<file path="config.mk">
export PLATFORM = sky130hd
export DESIGN_NAME = acl_latch_crc
export DESIGN_NICKNAME = d
export VERILOG_FILES = /design/src/logic/acl_pkg.sv /design/src/logic/acl_latch_crc.sv
export SDC_FILE = /design/constraint.sdc
export NUM_CORES = 1
export LEC_CHECK = 0
export BUFFER_PORTS_ARGS = -buffer_cell sky130_fd_sc_hd__buf_2
export CORE_AREA = 10 10 127 175
export CTS_BUF_LIST = sky130_fd_sc_hd__clkbuf_4 sky130_fd_sc_hd__clkbuf_8
export DETAILED_ROUTE_END_ITERATION = 8
export DIE_AREA = 0 0 137 185
export HOLD_SLACK_MARGIN = 0.15
export PLACE_DENSITY = 0.83
export SKIP_CTS_REPAIR_TIMING = 1
export SYNTH_ARGS = -nofsm -noshare
export SYNTH_HDL_FRONTEND = slang
export SYNTH_SLANG_ARGS = --single-unit
</file>
<file path="constraint.sdc">
create_clock -name mclk -period 21.6 [get_ports mclk]
set_clock_uncertainty 0.1 [all_clocks]
set_input_delay 3.24 -clock mclk [delete_from_list [all_inputs] [get_ports mclk]]
set_output_delay 3.24 -clock mclk [all_outputs]
set_load 0.1 [all_outputs]
</file>
<file path="src/logic/acl_pkg.sv">
`default_nettype none
package acl_pkg;
   // ------------------------------------------------------------
   // channel and word geometry
   // ------------------------------------------------------------
   localparam int         CH_N      = 4;
   localparam int         DATA_W    = 24;
   localparam int         CMD_W     = 8;
   localparam logic [1:0] CH_LAST   = 2'h3;
   localparam logic [5:0] LEN_CMD   = 6'h08;
   localparam logic [5:0] LEN_DATA  = 6'h18;
   localparam logic [5:0] LEN_CRC16 = 6'h10;
   localparam logic [5:0] LEN_CRC32 = 6'h20;
   // ------------------------------------------------------------
   // checksum
   // ------------------------------------------------------------
   localparam logic [15:0] CRC_POLY = 16'h8005;
   localparam logic [15:0] CRC_INIT = 16'h0000;
   // ------------------------------------------------------------
   // command byte: bit 0 read, bits 5:1 start address
   // ------------------------------------------------------------
   localparam int CMD_READ_BIT = 0;
   localparam int CMD_ADDR_LSB = 1;
   localparam int CMD_ADDR_MSB = 5;
   // ------------------------------------------------------------
   // register offsets and fields
   // ------------------------------------------------------------
   localparam logic [7:0]  ADDR_CTL      = 8'h00;
   localparam logic [7:0]  ADDR_STATUS   = 8'h04;
   localparam logic [7:0]  ADDR_IRQ_STAT = 8'h08;
   localparam logic [7:0]  ADDR_IRQ_EN   = 8'h0C;
   localparam logic [7:0]  ADDR_IRQ_CLR  = 8'h10;
   localparam logic [7:0]  ADDR_CRC      = 8'h14;
   localparam logic [7:0]  ADDR_RES0     = 8'h20;
   localparam int          CTL_CRC_EN    = 0;
   localparam int          CTL_CRC32     = 1;
   localparam int          CTL_LINK      = 2;
   localparam logic [2:0]  CTL_RESET     = 3'h4;
   localparam int          IRQ_N         = 2;
   localparam int          IRQ_DRDY      = 0;
   localparam int          IRQ_SEQ       = 1;
   // pin order {modulator_clock, sck, cs_n, sdi}; cs_n idles high
   localparam logic [3:0]  PIN_RESET     = 4'h2;
   typedef enum logic [2:0] {
      SPI_IDLE, SPI_CMD, SPI_WORD, SPI_CRC, SPI_IGNORE
   } acl_spi_e;
endpackage
`default_nettype wire

</file>
<file path="src/logic/acl_latch_crc.sv">
// Functional notes
// RULE_01 - two-stage buffer for four channel results
// RULE_02 - stage one captures on ready, linked optionally
// RULE_03 - stage two freezes channel at read start
// RULE_04 - host must finish a word before next
// RULE_05 - host waits update delay after ready edge
// RULE_06 - host timer method still adds update delay
// RULE_07 - per-channel ready flags, zero means fresh data
// RULE_08 - ready pulse pin is the preferred sync
// RULE_09 - one enable bit turns read checksum on
// RULE_10 - checksum follows last word of each sequence
// RULE_11 - crc-16 with polynomial 0x8005
// RULE_12 - checksum sent as 16 or 32 bits
// RULE_13 - ready pulse low for half modulator period
// RULE_14 - crc cleared per sequence, fed msb first
// RULE_15 - flag zero on capture, one after read
`timescale 1ns/100ps
`default_nettype none
module acl_latch_crc
   import acl_pkg::*;
(
   input  wire logic                     mclk,
   input  wire logic                     rst,
   input  wire logic [7:0]               paddr,
   input  wire logic                     psel,
   input  wire logic                     penable,
   input  wire logic                     pwrite,
   input  wire logic [31:0]              pwdata,
   output logic      [31:0]              prdata,
   output logic                          pready,
   output logic                          pslverr,
   output logic                          irq,
   input  wire logic [CH_N*DATA_W-1:0]   conv_data,
   input  wire logic [CH_N-1:0]          conv_ready,
   input  wire logic [CH_N-1:0]          channel_active,
   input  wire logic                     modulator_clock,
   input  wire logic                     sck,
   input  wire logic                     cs_n,
   input  wire logic                     sdi,
   output logic                          sdo,
   output logic                          sdo_oe,
   output logic                          ready_pulse_pin_n
);
   // ------------------------------------------------------------
   // pin synchronisers and edge detection
   // ------------------------------------------------------------
   logic [3:0]        pin_m_r;
   logic [3:0]        pin_s_r;
   logic [3:0]        pin_d_r;
   logic              mod_rise;
   logic              mod_fall;
   logic              sck_rise;
   logic              sck_fall;
   logic              cs_hi;
   logic              sdi_s;

   always_ff @(posedge mclk or posedge rst) begin
      if (rst) begin
         pin_m_r <= PIN_RESET;
         pin_s_r <= PIN_RESET;
         pin_d_r <= PIN_RESET;
      end else begin
         pin_m_r <= {modulator_clock, sck, cs_n, sdi};
         pin_s_r <= pin_m_r;
         pin_d_r <= pin_s_r;
      end
   end

   assign mod_rise = pin_s_r[3] & ~pin_d_r[3];
   assign mod_fall = ~pin_s_r[3] & pin_d_r[3];
   assign sck_rise = pin_s_r[2] & ~pin_d_r[2] & ~pin_s_r[1];
   assign sck_fall = ~pin_s_r[2] & pin_d_r[2] & ~pin_s_r[1];
   assign cs_hi    = pin_s_r[1];
   assign sdi_s    = pin_s_r[0];

   // ------------------------------------------------------------
   // control register
   // ------------------------------------------------------------
   logic [2:0]        ctl_r;
   logic              apb_setup;
   logic              apb_wr;

   assign apb_setup = psel & ~penable;
   assign apb_wr    = psel & penable & pwrite;

   always_ff @(posedge mclk or posedge rst) begin
      if (rst) begin
         ctl_r <= CTL_RESET;
      end else if (apb_wr && paddr == ADDR_CTL) begin
         ctl_r <= pwdata[2:0]; // see RULE_09
      end
   end

   // ------------------------------------------------------------
   // first stage: capture on the modulator clock
   // ------------------------------------------------------------
   logic [CH_N-1:0]   pend_r;
   logic [CH_N-1:0]   cap_mask;
   logic [DATA_W-1:0] res_r [CH_N];

   // linked capture waits for every active channel so the set is coherent
   always_comb begin
      cap_mask = '0;
      if (mod_rise) begin
         if (ctl_r[CTL_LINK]) begin
            if (channel_active != '0 && (pend_r & channel_active) == channel_active) begin
               cap_mask = channel_active; // see RULE_02
            end
         end else begin
            cap_mask = pend_r; // see RULE_02
         end
      end
   end

   always_ff @(posedge mclk or posedge rst) begin
      if (rst) begin
         pend_r <= '0;
      end else begin
         pend_r <= (pend_r & ~cap_mask) | conv_ready;
      end
   end

   always_ff @(posedge mclk or posedge rst) begin
      if (rst) begin
         for (int i = 0; i < CH_N; i++) begin
            res_r[i] <= '0;
         end
      end else begin
         for (int i = 0; i < CH_N; i++) begin
            if (cap_mask[i]) begin
               res_r[i] <= conv_data[i*DATA_W +: DATA_W]; // see RULE_01
            end
         end
      end
   end

   // low from the capture edge to the next falling modulator edge
   always_ff @(posedge mclk or posedge rst) begin
      if (rst) begin
         ready_pulse_pin_n <= 1'b1;
      end else if (cap_mask != '0) begin
         ready_pulse_pin_n <= 1'b0; // see RULE_13 see RULE_08
      end else if (mod_fall) begin
         ready_pulse_pin_n <= 1'b1; // see RULE_13
      end
   end

   // ------------------------------------------------------------
   // serial read sequencer
   // ------------------------------------------------------------
   acl_spi_e          state_r;
   acl_spi_e          nxt_state;
   logic [5:0]        bit_cnt_r;
   logic [7:0]        cmd_r;
   logic [7:0]        cmd_full;
   logic [1:0]        ch_r;
   logic [1:0]        nxt_ch;
   logic              load_r;
   logic [5:0]        len;
   logic              last_bit;
   logic              seq_end;
   logic              crc_en;

   assign crc_en   = ctl_r[CTL_CRC_EN];
   assign cmd_full = {cmd_r[6:0], sdi_s};

   always_comb begin
      case (state_r)
         SPI_CMD:  len = LEN_CMD;
         SPI_CRC:  len = ctl_r[CTL_CRC32] ? LEN_CRC32 : LEN_CRC16; // see RULE_12
         default:  len = LEN_DATA;
      endcase
   end

   assign last_bit = sck_rise && bit_cnt_r == len - 6'h01;
   assign seq_end  = last_bit && (state_r == SPI_CRC ||
                     (state_r == SPI_WORD && ch_r == CH_LAST && !crc_en));

   always_comb begin
      nxt_state = state_r;
      nxt_ch    = ch_r;
      case (state_r)
         SPI_CMD: begin
            if (cmd_full[CMD_READ_BIT] &&
                cmd_full[CMD_ADDR_MSB:CMD_ADDR_LSB] < 5'(CH_N)) begin
               nxt_state = SPI_WORD;
               nxt_ch    = cmd_full[CMD_ADDR_LSB+1:CMD_ADDR_LSB];
            end else begin
               nxt_state = SPI_IGNORE;
            end
         end
         SPI_WORD: begin
            if (ch_r != CH_LAST) begin
               nxt_ch = ch_r + 2'h1;
            end else if (crc_en) begin
               nxt_state = SPI_CRC; // see RULE_10
            end else begin
               nxt_ch = 2'h0;
            end
         end
         SPI_CRC: begin
            nxt_state = SPI_WORD;
            nxt_ch    = 2'h0;
         end
         default: begin
            nxt_state = state_r;
         end
      endcase
   end

   // a word only advances after its last bit, so a partial read holds the set
   always_ff @(posedge mclk or posedge rst) begin
      if (rst) begin
         state_r   <= SPI_IDLE;
         bit_cnt_r <= 6'h00;
         ch_r      <= 2'h0;
         load_r    <= 1'b0;
         cmd_r     <= 8'h00;
      end else if (cs_hi) begin
         state_r   <= SPI_IDLE;
         bit_cnt_r <= 6'h00;
         load_r    <= 1'b0;
      end else if (state_r == SPI_IDLE) begin
         state_r <= SPI_CMD;
      end else begin
         if (sck_rise && state_r == SPI_CMD) begin
            cmd_r <= cmd_full;
         end
         if (last_bit) begin
            bit_cnt_r <= 6'h00;
            state_r   <= nxt_state; // see RULE_04
            ch_r      <= nxt_ch;
            load_r    <= 1'b1;
         end else if (sck_rise) begin
            bit_cnt_r <= bit_cnt_r + 6'h01;
         end else if (sck_fall) begin
            load_r <= 1'b0;
         end
      end
   end

   // ------------------------------------------------------------
   // second stage and serial output
   // ------------------------------------------------------------
   logic [31:0]       shift_r;
   logic [15:0]       crc_r;
   logic [15:0]       crc_last_r;
   logic [DATA_W-1:0] cur_res;

   assign cur_res = res_r[ch_r];

   // mode 0,0: the host samples on rising sck, data moves on falling sck
   always_ff @(posedge mclk or posedge rst) begin
      if (rst) begin
         shift_r <= 32'h0000_0000;
      end else if (sck_fall && (state_r == SPI_WORD || state_r == SPI_CRC)) begin
         if (load_r && state_r == SPI_WORD) begin
            shift_r <= {cur_res, 8'h00}; // see RULE_03
         end else if (load_r) begin
            shift_r <= {crc_r, 16'h0000}; // see RULE_12
         end else begin
            shift_r <= {shift_r[30:0], 1'b0};
         end
      end
   end

   assign sdo    = shift_r[31];
   assign sdo_oe = ~cs_hi & (state_r == SPI_WORD || state_r == SPI_CRC);

   logic              crc_clr;
   logic              crc_fb;

   assign crc_clr = cs_hi || state_r == SPI_CMD || seq_end;
   assign crc_fb  = crc_r[15] ^ shift_r[31];

   always_ff @(posedge mclk or posedge rst) begin
      if (rst) begin
         crc_r <= CRC_INIT;
      end else if (crc_clr) begin
         crc_r <= CRC_INIT; // see RULE_14
      end else if (sck_rise && state_r == SPI_WORD) begin
         crc_r <= {crc_r[14:0], 1'b0} ^ (crc_fb ? CRC_POLY : CRC_INIT); // see RULE_11
      end
   end

   always_ff @(posedge mclk or posedge rst) begin
      if (rst) begin
         crc_last_r <= CRC_INIT;
      end else if (sck_fall && load_r && state_r == SPI_CRC) begin
         crc_last_r <= crc_r;
      end
   end

   // ------------------------------------------------------------
   // ready flags: capture wins over a read finishing in the same cycle
   // ------------------------------------------------------------
   logic [CH_N-1:0]   flags_r;

   always_ff @(posedge mclk or posedge rst) begin
      if (rst) begin
         flags_r <= '1;
      end else begin
         for (int i = 0; i < CH_N; i++) begin
            if (cap_mask[i]) begin
               flags_r[i] <= 1'b0; // see RULE_15 see RULE_07
            end else if (last_bit && state_r == SPI_WORD && ch_r == 2'(i)) begin
               flags_r[i] <= 1'b1; // see RULE_15
            end
         end
      end
   end

   // ------------------------------------------------------------
   // interrupts and register read-back
   // ------------------------------------------------------------
   logic [IRQ_N-1:0]  irq_stat_r;
   logic [IRQ_N-1:0]  irq_en_r;
   logic [IRQ_N-1:0]  irq_ev;
   logic [IRQ_N-1:0]  irq_clr;
   logic [31:0]       prdata_r;
   logic              err_r;

   assign irq_ev  = {seq_end, cap_mask != '0};
   assign irq_clr = (apb_wr && paddr == ADDR_IRQ_CLR) ? pwdata[IRQ_N-1:0] : '0;

   always_ff @(posedge mclk or posedge rst) begin
      if (rst) begin
         irq_stat_r <= '0;
      end else begin
         irq_stat_r <= (irq_stat_r & ~irq_clr) | irq_ev;
      end
   end

   always_ff @(posedge mclk or posedge rst) begin
      if (rst) begin
         irq_en_r <= '0;
      end else if (apb_wr && paddr == ADDR_IRQ_EN) begin
         irq_en_r <= pwdata[IRQ_N-1:0];
      end
   end

   assign irq = |(irq_stat_r & irq_en_r);

   // read data is latched in the setup cycle, so every access takes two cycles, setup and access, with no wait state
   always_ff @(posedge mclk or posedge rst) begin
      if (rst) begin
         prdata_r <= 32'h0000_0000;
         err_r    <= 1'b0;
      end else if (apb_setup) begin
         prdata_r <= 32'h0000_0000;
         err_r    <= 1'b0;
         case (paddr)
            ADDR_CTL:      prdata_r[2:0] <= ctl_r;
            ADDR_STATUS:   prdata_r[5:0] <= {sdo_oe, ready_pulse_pin_n, flags_r};
            ADDR_IRQ_STAT: prdata_r[IRQ_N-1:0] <= irq_stat_r;
            ADDR_IRQ_EN:   prdata_r[IRQ_N-1:0] <= irq_en_r;
            ADDR_IRQ_CLR:  prdata_r <= 32'h0000_0000;
            ADDR_CRC:      prdata_r[15:0] <= crc_last_r;
            ADDR_RES0, ADDR_RES0 + 8'h04, ADDR_RES0 + 8'h08, ADDR_RES0 + 8'h0C: begin
               prdata_r[DATA_W-1:0] <= res_r[paddr[3:2]];
            end
            default:       err_r <= 1'b1;
         endcase
      end
   end

   assign prdata  = prdata_r;
   assign pready  = psel & penable;
   assign pslverr = psel & penable & err_r;
endmodule
`default_nettype wire

</file>
==> flow_metrics.tcl <==
set metrics [dict create \
    outcome "complete, no violations" \
    synth_cells 850 \
    cp-end-kind "primary output" \
    place.gp.congestion 0.843 \
    fin_crit_sh_pct 33.6 \
    mappedNetlistArea_mm2 0.0106 \
    routedWlPerCell_um 22.0 \
    synth_flop_cell "dfrtp_1" \
    drt_iter0_drc 567 \
    via_count 7817 \
    synth_simple_gate_area_share_pct 9.68 \
    post-synth-top-count-cell "dfrtp_1" \
    vias_per_cell 6.16 \
    grt_usage_pct 22.0 \
    synth_compound_area_share_pct 9.45 \
    dp_hpwl_um 19000 \
    synth_seq_cells 220 \
    clock_latency_ps 520 \
    finalWirelength_um 28000 \
    grt_pass1_vias 8310 \
    worstHoldPathType "flip-flop to flip-flop" \
    h-tree-depth 2 \
    cp.arrival_ps 3930 \
    synth-edff-count 0 \
    io_pins 191 \
    yosys.area_share.xor_xnor_pct 0.741 \
    cap_viol_max_count 0 \
    cellPowerDensity_mw_per_mm2 81.3 \
    grt_antenna_before_repair 2 \
    slew_viol_final 0 \
    ys_top_cells_by_area "dfrtp_1 50%, mux2_2 13%, mux4_2 10%" \
    yosys.area.top_type "dfrtp_1" \
    first_pass_iters 5 \
    synthMuxAreaShare_pct 24.0 \
    die_w_um 137 \
    critPathLaunchType "primary input" \
    synth_top_family_by_area "multiplexers" \
    worst_slew_pin_slew_ps 1040 \
    hold_ws_ps 245 \
    synth_warnings 0 \
    yosysTopAreaCellShare_pct 49.9 \
    cts-root-buf "clkbuf_8" \
    final_cells 1268 \
    fin_nets 1154 \
    seq_area_frac_synth_pct 51.8 \
    dr_wl_met3_um 1860 \
    clkSinkCount 220 \
    cts-buffers-inserted 35 \
    start_util_pct 55.8 \
    clock.fmax_ghz 0.138 \
    post_synth_num_cell_types 58 \
    cts_buffer_depth 3 \
    worst-endpoint-required_ps 18260 \
    max-vdd-ir-drop_uv 64.9 \
    rsz0062_at_grt "no" \
    min_period_ps 7270 \
    num_rows 60 \
    wl_met1_um 10400 \
    grt_pass1_wl_um 44000 \
    path_class "primary input to primary output" \
    area_growth_pct 15.6 \
    die_h_um 185 \
    final_antenna_net_count 0 \
    setup_viol 0 \
    final-hold-violation-count 0 \
    drc 0 \
    p_leak_nw 5.59 \
    die_area_mm2 0.0253 \
    setup_tns_ps 0 \
    async_flop_share_pct 100 \
    cts_tree "built" \
    core_mm2 0.0191 \
    synthAdderAreaFrac_pct 0.706 \
    slew_headroom_pct 30.8 \
    clk_pin_slew_ps 60 \
    dp_cells 1206 \
    synth.avg_cell_area_um2 12.5 \
    ys_top_cells_by_count "212 x dfrtp_1, 126 x mux2_2, 97 x nand2_1" \
    highest_layer "met5" \
    path_max_fanout 5 \
    overflow 0 \
    place_area_mm2 0.0116 \
    drive_gt1_share_pct 41.7 \
    met2WireLength_um 14700 \
    final_area_mm2 0.0123 \
    grt_max_degree 82 \
    port_buffers 153 \
]
## critical path, stage by stage
cell and delay, ps:
buf_2 120, and3_1 150, buf_2 420
## flip-flops by register name, summed over array words and instances, names as in the netlist, 3 cells and up
name,flops
bit_cnt_r,6
flags_r,4
cmd_r,5
crc_last_r,16
shift_r,24
crc_r,16
res_r,96
state_r,3
pend_r,4
pin_s_r,4
prdata,24
ctl_r,3
pin_m_r,4
## power by group
| part | leakage [nW] | total (W) | switching, W | internal [W] |
|---|---|---|---|---|
| combinational | 2.44 | 0.000145 | 0.0000726 | 0.0000725 |
| sequential | 2.76 | 0.000485 | 0.0000324 | 0.000453 |
| clock | 0.391 | 0.000370 | 0.000163 | 0.000206 |
## cell type report
class | instances | area (µm²)
fillers | 1438 | 6770
clock buffers | 56 | 702
flip-flops and latches | 220 | 5520
repair buffers | 165 | 856
inverters | 14 | 60.1
clock inverters | 5 | 31.3
diodes | 1 | 2.50
multi-input cells | 559 | 4820
well taps | 248 | 310
## path summary, 6_finish.rpt
| kind | from | end | slack [ps] | depth (start not counted) |
|---|---|---|---|---|
| worst max-delay path | psel | pslverr | 14340 | 3 |
| worst min-delay path | pin_m_r[3] | pin_s_r[3] | 240 | 0 |
| worst max register to register | state_r[0] | crc_r[0] | 18580 | 8 |
| worst min register to register | pin_m_r[3] | pin_s_r[3] | 240 | 0 |
| max in group asynchronous | rst | load_r | 17340 | 3 |
| min in group asynchronous | rst | pin_s_r[0] | 2690 | 2 |
## routing by layer
layer / track usage (%) / vias up
li1: - / 3391
met5: 0 / -
met2: 38.6 / 347
met4: 8.45 / 2
met3: 4.34 / 72
met1: 25.7 / 4005
## cell usage in the layout, fill, tap and decap left out, types with 6 or more instances in the layout
cell type,instances
a22o_1,9
a21o_1,18
conb_1,8
mux4_2,48
mux2_2,126
nor2_1,46
nand3_1,14
dfstp_2,8
o21ai_0,23
clkbuf_4,11
nand2b_1,8
inv_1,13
dfrtp_1,212
a221oi_1,10
nand2_1,97
a22oi_1,14
ha_1,6
a31oi_1,24
buf_4,12
clkbuf_8,45
and3_1,6
a21oi_1,29
buf_2,153
nor3_1,6
## cells by family (layout without fill, tap and decap cells)
kind of cell | count (synthesis) | after routing
adder cells (fa/ha/maj) | 6 | 6
other | 1 | 9
AND/OR/NAND/NOR | 212 | 212
AO/OA/AOI/OAI | 145 | 145
flip-flops | 220 | 220
XOR/XNOR | 9 | 9
buffers and inverters | 78 | 240
multiplexers | 179 | 179
## per-stage QoR
stage          setup slack (ps)  utilization, %  total power, W
2_1_floorplan             12250               -        0.000590
3_3_place_gp              14350            60.6        0.000627
3_5_place_dp              14340            60.6        0.000636
4_1_cts                   14340            64.5         0.00100
5_1_grt                   14310            64.5         0.00104
6_report                  14340            64.5         0.00100
Power figures use the tool's default switching activity.
